<file path="config.mk">
export PLATFORM = sky130hd
export DESIGN_NAME = sci_lin_frame_config
export DESIGN_NICKNAME = d
export VERILOG_FILES = /design/src/design/sci_lin_pkg.sv /design/src/design/sci_lin_frame_config.sv
export SDC_FILE = /design/constraint.sdc
export NUM_CORES = 1
export LEC_CHECK = 0
export BUFFER_PORTS_ARGS = -buffer_cell sky130_fd_sc_hd__buf_2
export CAP_MARGIN = 25
export CORE_ASPECT_RATIO = 1.25
export CORE_MARGIN = 1.5
export CORE_UTILIZATION = 54
export DETAILED_ROUTE_END_ITERATION = 12
export PLACE_DENSITY = 0.72
export SLEW_MARGIN = 0
export SYNTH_ARGS = -nofsm -noshare
export SYNTH_HDL_FRONTEND = slang
export SYNTH_SLANG_ARGS = --single-unit
</file>
<file path="constraint.sdc">
create_clock -name pclk -period 6 [get_ports pclk]
set_input_delay 0.9 -clock pclk [delete_from_list [all_inputs] [get_ports pclk]]
set_output_delay 0.9 -clock pclk [all_outputs]
set_load 0.1 [all_outputs]
</file>
<file path="src/design/sci_lin_pkg.sv">
package sci_lin_pkg;
	// register byte addresses
	localparam logic [11:0] ADDR_GCR1 = 12'h004;
	localparam logic [11:0] ADDR_GCR2 = 12'h008;
	localparam logic [11:0] ADDR_FLAGS = 12'h00C;
	localparam logic [11:0] ADDR_MASK = 12'h010;
	localparam logic [11:0] ADDR_TXD = 12'h014;
	localparam logic [11:0] ADDR_RXD = 12'h018;
	localparam logic [11:0] ADDR_BAUD = 12'h01C;
	// global_control_one fields
	localparam int B_RELEASE = 7;
	localparam int B_LIN = 6;
	localparam int B_MASTER = 5;
	localparam int B_STOP = 4;
	localparam int B_EVEN = 3;
	localparam int B_PEN = 2;
	localparam int B_TIMING = 1;
	localparam int B_FRAMING = 0;
	// flag_status fields
	localparam int F_BE = 31;
	localparam int F_FE = 26;
	localparam int F_OE = 25;
	localparam int F_PE = 24;
	localparam int F_RX_WAKEUP_MARK = 12;
	localparam int F_TXEMPTY = 11;
	localparam int F_RXFULL = 9;
	localparam int F_TXFREE = 8;
	localparam int F_BUSY = 3;
	localparam int F_IDLE = 2;
	localparam int F_BRK = 0;
	localparam logic [31:0] FLAG_RESET = 32'h00000904;
	localparam logic [31:0] FLAG_W1C = 32'h87001001;
	localparam logic [31:0] GCR2_WMASK = 32'h0003FFFF;
	// reset values and counts
	localparam logic [7:0] GCR1_RESET = 8'h00;
	localparam logic [15:0] BAUD_RESET = 16'h000F;
	localparam logic [3:0] BREAK_BITS = 4'hD;
	localparam logic [3:0] IDLE_BITS = 4'hA;
	localparam logic [3:0] DATA_BITS = 4'h8;
	// state machines
	typedef enum logic [1:0] {
		TX_IDLE = 2'b00,
		TX_BREAK = 2'b01,
		TX_SHIFT = 2'b10
	} tx_st_t;
	typedef enum logic [2:0] {
		RX_IDLE = 3'b000,
		RX_START = 3'b001,
		RX_BITS = 3'b010,
		RX_STOP = 3'b011,
		RX_GAP = 3'b100
	} rx_st_t;
endpackage

</file>
<file path="src/design/sci_lin_frame_config.sv">
`timescale 1ns/10ps
module sci_lin_frame_config
	import sci_lin_pkg::*;
(
	// apb slave
	input wire logic pclk,
	input wire logic presetn,
	input wire logic [11:0] paddr,
	input wire logic psel,
	input wire logic penable,
	input wire logic pwrite,
	input wire logic [31:0] pwdata,
	output logic [31:0] prdata,
	output logic pready,
	output logic pslverr,
	// serial line
	input wire logic rx_pin,
	output logic tx_pin,
	// status
	output logic irq,
	output logic master_role
);

	typedef struct packed {
		logic [31:0] rdata;
		logic rdy;
		logic err;
		logic irq;
		logic tx;
		logic mst;
		logic [7:0] gcr1;
		logic [17:0] gcr2;
		logic [31:0] flags;
		logic [31:0] mask;
		logic [15:0] baud;
		logic [9:0] txbuf;
		tx_st_t tst;
		logic [12:0] tsh;
		logic [3:0] tlen;
		logic [15:0] tcnt;
		logic [3:0] tbits;
		logic [1:0] rsync;
		rx_st_t rst;
		logic [15:0] rcnt;
		logic [3:0] ridx;
		logic [3:0] pay_n;
		logic [9:0] rsh;
		logic [7:0] rdat;
		logic rab;
		logic [3:0] resp_len;
		logic [1:0] hdr;
		logic [3:0] icnt;
	} state_t;

	state_t q;
	state_t d;

	// outputs straight from the state flops
	assign prdata = q.rdata;
	assign pready = q.rdy;
	assign pslverr = q.err;
	assign irq = q.irq;
	assign tx_pin = q.tx;
	assign master_role = q.mst;

	// next-state logic
	always_comb begin
		logic lin;
		logic frm;
		logic pen;
		logic even;
		logic rx;
		logic acc;
		logic pay;
		logic chk;
		logic idp;
		logic [12:0] fr;
		logic [3:0] n;
		logic [31:0] ev;
		logic [7:0] b;
		lin = q.gcr1[B_LIN];
		frm = q.gcr1[B_FRAMING];
		pen = q.gcr1[B_PEN];
		even = q.gcr1[B_EVEN];
		rx = q.rsync[1];
		acc = psel & penable & q.rdy;
		pay = 1'h0;
		chk = 1'h0;
		idp = 1'h0;
		fr = '1;
		n = 4'h0;
		ev = 32'h00000000;
		b = q.rsh[7:0];
		// every field holds unless a branch below moves it
		d = q;

		// two-flop synchroniser on the receive pin
		d.rsync = {q.rsync[0], rx_pin};

		// apb setup phase: decode, latch read data, raise ready
		d.rdy = psel & ~penable & ~q.rdy;
		// the error answer stands only in the cycle of ready
		d.err = 1'h0;
		if (psel & ~penable & ~q.rdy) begin
			case (paddr)
				ADDR_GCR1: d.rdata = {24'h000000, q.gcr1};
				ADDR_GCR2: d.rdata = {14'h0000, q.gcr2};
				ADDR_FLAGS: d.rdata = q.flags;
				ADDR_MASK: d.rdata = q.mask;
				ADDR_TXD: d.rdata = {22'h000000, q.txbuf};
				ADDR_RXD: d.rdata = {16'h0000, q.resp_len, 3'h0, q.rab, q.rdat};
				ADDR_BAUD: d.rdata = {16'h0000, q.baud};
				default: begin
					d.rdata = 32'h00000000;
					d.err = 1'h1;
				end
			endcase
		end

		// apb access phase: writes and read side effects
		if (acc & pwrite) begin
			case (paddr)
				ADDR_GCR1: d.gcr1 = pwdata[7:0];
				ADDR_GCR2: d.gcr2 = pwdata[17:0];
				ADDR_FLAGS: d.flags = q.flags & ~(pwdata & FLAG_W1C);
				ADDR_MASK: d.mask = pwdata;
				ADDR_BAUD: d.baud = pwdata[15:0];
				ADDR_TXD: begin
					// a full buffer or a held block refuses the byte
					if (q.flags[F_TXFREE] & q.gcr1[B_RELEASE]) begin
						d.txbuf = pwdata[9:0];
						d.flags[F_TXFREE] = 1'h0;
						d.flags[F_TXEMPTY] = 1'h0;
					end
				end
				default: ;
			endcase
		end
		// reading the receive word frees the buffer
		if (acc & ~pwrite & (paddr == ADDR_RXD)) begin
			d.flags[F_RXFULL] = 1'h0;
		end

		// outgoing frame: start, data, address bit, parity, stops
		fr[0] = 1'h0;
		fr[8:1] = q.txbuf[7:0];
		n = 4'h9;
		pay = ^q.txbuf[7:0];
		if (!lin && frm) begin
			fr[n] = q.txbuf[8];
			pay = pay ^ q.txbuf[8];
			n = n + 4'h1;
		end
		if (!lin && pen) begin
			fr[n] = pay ^ ~even;
			n = n + 4'h1;
		end
		// a second stop bit only in SCI mode
		n = n + {3'h0, !lin && q.gcr1[B_STOP]};

		// transmitter
		case (q.tst)
			TX_IDLE: begin
				d.tx = 1'h1;
				// a waiting byte starts on the next edge
				if (!q.flags[F_TXFREE]) begin
					d.flags[F_TXFREE] = 1'h1;
					d.tcnt = q.baud;
					if (lin && q.gcr1[B_MASTER] && q.txbuf[9]) begin
						// master heads the frame with break and delimiter
						d.tst = TX_BREAK;
						d.tx = 1'h0;
						d.tbits = BREAK_BITS - 4'h1;
						d.tsh = {fr[11:0], 1'h1};
						// delimiter first, then every frame bit
						d.tlen = n + 4'h1;
					end else begin
						d.tst = TX_SHIFT;
						d.tx = fr[0];
						d.tsh = fr;
						// last stop bit keeps a full bit time
						d.tlen = n;
					end
				end
			end
			TX_BREAK: begin
				// break bits counted down, then the delimiter
				if (q.tcnt == 16'h0000) begin
					d.tcnt = q.baud;
					if (q.tbits == 4'h0) begin
						d.tst = TX_SHIFT;
						d.tx = q.tsh[0];
					end else begin
						d.tbits = q.tbits - 4'h1;
					end
				end else begin
					d.tcnt = q.tcnt - 16'h0001;
				end
			end
			TX_SHIFT: begin
				// in LIN the line is read back at mid-bit
				if (lin && (q.tcnt == (q.baud >> 1)) && (rx != q.tx)) begin
					ev[F_BE] = 1'h1;
				end
				if (q.tcnt == 16'h0000) begin
					d.tcnt = q.baud;
					if (q.tlen == 4'h0) begin
						d.tst = TX_IDLE;
						d.tx = 1'h1;
						// empty only when no byte waits in the buffer
						d.flags[F_TXEMPTY] = d.flags[F_TXFREE];
					end else begin
						d.tsh = {1'h1, q.tsh[12:1]};
						d.tx = q.tsh[1];
						d.tlen = q.tlen - 4'h1;
					end
				end else begin
					d.tcnt = q.tcnt - 16'h0001;
				end
			end
			default: d.tst = TX_IDLE;
		endcase

		// receiver
		case (q.rst)
			RX_IDLE: begin
				if (!rx) begin
					d.rst = RX_START;
					d.rcnt = q.baud >> 1;
					d.icnt = 4'h0;
					// any start bit ends the idle period
					d.flags[F_IDLE] = 1'h0;
				end else if (q.rcnt == 16'h0000) begin
					// count high bit times towards an idle period
					d.rcnt = q.baud;
					if (q.icnt == IDLE_BITS) begin
						d.flags[F_IDLE] = 1'h1;
					end else begin
						d.icnt = q.icnt + 4'h1;
					end
				end else begin
					d.rcnt = q.rcnt - 16'h0001;
				end
			end
			RX_START: begin
				if (q.rcnt == 16'h0000) begin
					d.rcnt = q.baud;
					d.ridx = 4'h0;
					d.rsh = 10'h000;
					d.pay_n = DATA_BITS + {3'h0, !lin && frm}
						+ {3'h0, !lin && pen};
					// a start bit gone high at mid-bit was a glitch
					d.rst = rx ? RX_IDLE : RX_BITS;
				end else begin
					d.rcnt = q.rcnt - 16'h0001;
				end
			end
			RX_BITS: begin
				if (q.rcnt == 16'h0000) begin
					d.rcnt = q.baud;
					// payload sampled at mid-bit, lsb first
					d.rsh[q.ridx] = rx;
					if (q.ridx == q.pay_n - 4'h1) begin
						d.rst = RX_STOP;
					end else begin
						d.ridx = q.ridx + 4'h1;
					end
				end else begin
					d.rcnt = q.rcnt - 16'h0001;
				end
			end
			RX_STOP: begin
				if (q.rcnt == 16'h0000) begin
					// only the first stop bit is checked
					d.rcnt = q.baud;
					d.rst = RX_IDLE;
					if (!lin && !frm && q.gcr1[B_STOP]) begin
						d.rst = RX_GAP;
					end
					if (!rx) begin
						ev[F_FE] = 1'h1;
						// a low stop over an all-zero payload is a break
						if (q.rsh == 10'h000) begin
							ev[F_BRK] = 1'h1;
							d.hdr = 2'h2;
						end
					end else begin
						// a byte arriving before the last was read overruns
						ev[F_OE] = q.flags[F_RXFULL];
						ev[F_RXFULL] = 1'h1;
						d.rdat = b;
						d.rab = !lin && frm && q.rsh[8];
						ev[F_RX_WAKEUP_MARK] = !lin && frm && q.rsh[8];
						// data, address bit and parity together
						chk = ^b ^ (frm & q.rsh[8])
							^ q.rsh[frm ? 9 : 8];
						if (!lin && pen && (chk == even)) begin
							ev[F_PE] = 1'h1;
						end
						// header phase: break, then sync, then identifier
						if (lin && (q.hdr != 2'h0)) begin
							d.hdr = q.hdr - 2'h1;
						end
						if (lin && (q.hdr == 2'h1)) begin
							// identifier byte: protection bits
							idp = (b[6] != (b[0] ^ b[1] ^ b[2] ^ b[4]))
								|| (b[7] != ~(b[1] ^ b[3] ^ b[4] ^ b[5]));
							ev[F_PE] = pen && idp;
							d.resp_len = 4'h0;
							if (frm) begin
								case (b[5:4])
									2'h2: d.resp_len = 4'h4;
									2'h3: d.resp_len = 4'h8;
									default: d.resp_len = 4'h2;
								endcase
							end
						end
					end
				end else begin
					d.rcnt = q.rcnt - 16'h0001;
				end
			end
			RX_GAP: begin
				// without address framing, idle counting waits out the second stop bit
				if (q.rcnt == 16'h0000) begin
					d.rcnt = q.baud;
					d.rst = RX_IDLE;
				end else begin
					d.rcnt = q.rcnt - 16'h0001;
				end
			end
			default: d.rst = RX_IDLE;
		endcase

		// events win over a clear in the same cycle
		d.flags = d.flags | ev;
		// busy follows the receiver, not a stored bit
		d.flags[F_BUSY] = (d.rst != RX_IDLE);

		// soft hold: engines idle, flags frozen at reset values
		if (!q.gcr1[B_RELEASE]) begin
			d.flags = FLAG_RESET;
			d.tst = TX_IDLE;
			d.rst = RX_IDLE;
			d.tx = 1'h1;
			d.hdr = 2'h0;
			d.icnt = 4'h0;
			d.rcnt = q.baud;
		end

		// role output and interrupt level
		d.mst = lin && q.gcr1[B_MASTER];
		d.irq = |(q.flags & q.mask);
	end

	// state register
	always_ff @(posedge pclk or negedge presetn) begin
		if (!presetn) begin
			// fields not named below clear to zero
			q <= '0;
			q.gcr1 <= GCR1_RESET;
			q.flags <= FLAG_RESET;
			q.baud <= BAUD_RESET;
			q.tx <= 1'h1;
			q.rsync <= 2'h3;
			q.tst <= TX_IDLE;
			q.rst <= RX_IDLE;
		end else begin
			q <= d;
		end
	end

endmodule

</file>
# Word level (Yosys, flattened, before mapping)
# Cells that the tools add are included.
[op_classes]
addsub = 13
mux = 114
bitwise = 28
multipliers = 0
order_cmp = 5
div_mod_pow = 0
reduce_logical = 55
eq_ne = 46
shifts = 0
[ops]
columns = ["operator", "n"]
rows = [
  ["32-bit one-hot mux with 7 select lines", 1],
  ["90-bit 2-to-1 mux", 1],
  ["32-bit AND", 2],
  ["16-bit 2-to-1 mux", 4],
  ["32-bit 2-to-1 mux", 2],
  ["16-bit one-hot mux with 2 select lines", 2],
  ["19-bit 2-to-1 mux", 3],
  ["12-bit by 5-bit == test with 1-bit output (second input constant)", 4],
  ["4-bit 2-to-1 mux", 11],
  ["1-bit 2-to-1 mux", 43],
  ["39-bit 2-to-1 mux", 1],
  ["17-bit one-hot mux with 2 select lines", 1],
  ["16-bit logical NOT", 2],
  ["32-bit NOT", 1],
  ["32-bit bitwise OR", 1],
  ["32-bit OR reduction", 1],
  ["16-bit by 1-bit subtractor with 16-bit output (second input constant)", 2],
  ["10-bit 2-to-1 mux", 3],
  ["3-bit 2-to-1 mux", 9],
  ["2-bit 2-to-1 mux", 13],
  ["12-bit by 4-bit == test with 1-bit output (second input constant)", 2],
  ["4-bit one-hot mux with 2 select lines", 3],
  ["20-bit 2-to-1 mux", 1],
  ["10-bit one-hot mux with 2 select lines", 1],
  ["other kinds (56)", 147],
]
[totals]
ram_bits = 0
out_inout_bits = 37
latch_bits = 0
n_memories = 0
register_bits = 250
mem_bits_ro = 0

# Logic depth before layout (Yosys ltp)
[logic_depth]
word_depth = 14
mapped_depth = 10
depth_no_buf = 8

# Worst setup path after synthesis
# No wires, ideal clock.
[synth_path]
path_type = "input to register"
startpoint = "input port paddr[7]"
endpoint = "register q[125] (netlist bit)"
path_buffers = 3
slack_ns = 3.124
arrival_time_ns = 2.751
setup_ns = 0.125
stages = 7
required_time_ns = 5.875
path_cell_list = "or4_1 -> buf_2 -> nor4_4 -> and2_1 -> buf_2 -> buf_4 -> mux2_2"
[synth_via]
elab_chain_len = 2
[synth_rtl]
columns = ["item", "line_no", "rtl"]
rows = [
  ["start, declared", "sci_lin_frame_config.sv:8", "input wire logic [11:0] paddr,"],
  ["12-bit by 5-bit == test with 1-bit output", "sci_lin_frame_config.sv:122", "case (paddr)"],
  ["2-bit AND reduction (no source line)", "-", ""],
  ["end, declared", "sci_lin_frame_config.sv:55", "state_t q;"],
]
# Every way passes these cells.
# A chain may end at the register's enable or synchronous reset.

# Worst setup path after layout
[layout_path]
startpoint = "input port paddr[9]"
endpoint = "register q[122] (netlist bit)"
# The elaborated chain is that of the path after synthesis.

==> impl_metrics.yaml <==
sta:
  worst_pin_slew_ns: 1.07
  skew_ns: 0.00725
  setup-tns-final_ns: 0
  fin_ws_ns: 2.90
  fmax_mhz: 322
  period_share: 0.517
  min_period_ns: 3.10
  rsz0062_at_grt: "no"
  hold_viol: 0
  slew_headroom: 0.285
  drv_slew: 0
  setup_viol: 0
outcome:
  status: "finished, violations left"
  violations: "DRC"
worst_setup_path:
  startpoint: "paddr[9]"
  critPathArrivalTime_ns: 3.52
  critPathBufInv: 1
  slowest_delay_ns: 0.53
  startpoint_type: "input port"
  critPathCaptureType: "register"
  cp_num_cells: 6
  rrSetupSlack_ns: 2.93
  cp_slowest_cell: "nor4_1"
  crit_chain: "buf_2 > nor4_1 > and4_1 > and3_1 > nand2_1 > mux2_2"
  required_ns: 6.42
  r2r_end: "q[7]$_DFFE_PN0P_"
  path_delay_family: "simple AND/OR/NAND/NOR gates"
  r2r_start: "q[43]$_DFFE_PN0P_"
  critical_path.max_fanout: 16
  path_class: "in -> reg"
  r2r_cells: 5
floorplanning:
  die_x_um: 140
  num_rows: 62
  ios: 87
  fp.dieH_um: 174
  start_util: 0.549
  core-area_mm2: 0.0230
  die_area_mm2: 0.0243
power:
  ir_drop_mv: 0.234
  p_per_area_mw_per_mm2: 345
  power_mw: 4.78
  leakage_nw: 6.43
logic_synthesis:
  synth_top_area_cell: "dfrtp_1"
  syn_inst: 1269
  synth_async_sr_flop_share: 1.00
  ys_seq_area_frac: 0.452
  avgSynthCellArea_um2: 9.93
  synth_seq_cells: 227
  ys_types: 83
  yosys_warnings: 0
  synth_top_area_share: 0.431
  synth_nets: 1349
  synth-edff-count: 0
  synthesis.area_mm2: 0.0126
  synth_ff_type: "dfrtp_1"
  synth.area.top_cells: "dfrtp_1, mux2_2, o21ai_0"
global_route:
  track_usage: 0.281
  grt_overflow: 0
  grt_start_max_net_pins: 129
  antenna_found_initial: 1
  grt_pass1_vias: 10000
  grt_pass1_wl_um: 54500
routing:
  antenna_left: 0
  wirelength_um: 33500
  drtIter0Drc: 748
  vias_per_cell: 6.32
  drc: 6
  first_pass_iters: 11
  wl_per_cell_um: 21.0
  dr_total_vias: 10100
clock_network:
  worstSkewPairLatency_ns: 0.53
  post-cts-setup-buffer-count: 0
  cts_buffers: 25
  holdBufCountCts: 0
  cts.sinks: 227
  htreeDepth: 1
  cts_root_buf: "clkbuf_16"
  clk_path_buf_depth: 3
  cts-resized-gates: 0
  clkTransAtPathRegs_ns: 0.06
  cts_tree: "done"
cells_and_area:
  fill_cells: 1919
  drive_gt1_frac: 0.206
  final_nets: 1367
  fin_util: 0.603
  area_delta_synth_final_pct: 9.96
  layout_common_cells: "dfrtp_1, nand2_1, o21ai_0"
  final_cells: 1594
  diodes: 0
  final_common_cell: "dfrtp_1"
placement:
  numPortBuffers: 86
  gp_congestion: 0.928
  place_ws_ns: 2.42
  dpl.cell_count: 1548
  hpwl_um: 23600
hold_path:
  min_path_type: "reg -> reg"
  hold_depth: 0
  hold_end: "q[57]$_DFF_PN1_"
  worstHoldStart: "d[57]$_DFF_PN1_"
job:
  max_cap_violations: 0
logic make-up (layout without fill, tap and decap cells):
logic type      Yosys count  in the layout  synth area share
compound gates          320            320             0.167
xor+xnor                 49             49            0.0362
fa+ha+maj                30             30            0.0304
buf+inv                 160            197            0.0599
mux                     119            119             0.104
simple gates            364            364             0.151
flops                   227            227             0.452
state kept, by name, summed over array words and instances (netlist names):
| register | flops |
|---|---|
| q | 189 |
| prdata | 32 |
| pslverr | 1 |
| tx_pin | 1 |
| d | 1 |
| master_role | 1 |
| irq | 1 |
| pready | 1 |
cells in the mapped netlist, drive strengths merged (4+ instances only):
cell,count
dfrtp,217
nand2,118
o21ai,109
mux2,86
nor2,66
clkbuf,61
a21oi,58
inv,50
buf,47
nor3,35
nand3,34
mux2i,32
ha,29
xnor2,28
nor4,22
a22oi,21
xor2,19
a31oi,18
nand4,12
or3,11
a222oi,10
a22o,10
dfstp,10
o2bb2ai,10
and3,9
nand2b,9
or4,9
and2,8
a21o,6
a221o,6
nand3b,6
nor2b,6
o31ai,6
or2,6
a211oi,5
a31o,5
a32o,5
a32oi,5
o211ai,5
o21a,5
o22a,5
a221oi,4
and4,4
o22ai,4
worst register-to-register path, stage by stage, from the launching register on:
cell	delay (ns)
dfrtp_1	0.45
or4_1	0.61
nor4_1	0.58
nand4_1	0.72
o21ai_0	0.46
o41ai_2	0.13
how the worst max path moves through the flow:
stage	to	slack, ns
after floorplan	q[125]$_DFFE_PN0P_	3.12
after global placement	q[117]$_DFFE_PN0P_	2.50
after detailed placement	q[122]$_DFFE_PN0P_	2.42
after CTS	q[7]$_DFFE_PN0P_	2.95
after global routing	q[7]$_DFFE_PN0P_	2.77
final	q[122]$_DFFE_PN0P_	2.90
through the flow:
step	area (um2)	hold WS, ns
after floorplan	12600	0.345
after global placement	12900	0.346
after detailed placement	12900	0.349
after CTS	13900	0.357
after global routing	13900	0.361
final	13900	0.355
metal layers:
| layer | global-route usage | share of wire | wire [um] |
|---|---|---|---|
| met3 | 0.0409 | 0.069 | 2330 |
| met2 | 0.473 | 0.49 | 16500 |
| met5 | 0 | 0.00039 | 13 |
| met4 | 0.117 | 0.039 | 1310 |
| met1 | 0.363 | 0.40 | 13400 |
where the power goes:
part	switching, mW	internal [mW]
clock network	0.665	1.03
registers	0.235	1.70
logic	0.707	0.448
layout make-up:
type	count	area (um2)	area share
clock buffer	30	674	0.0487
clock inverter	16	238	0.0172
inverter	52	195	0.0141
multi-input combinational	882	6150	0.444
sequential	227	5690	0.411
tap	288	360	0.0260
timing repair buffer	99	542	0.0391
Power figures use the tool's default switching activity.
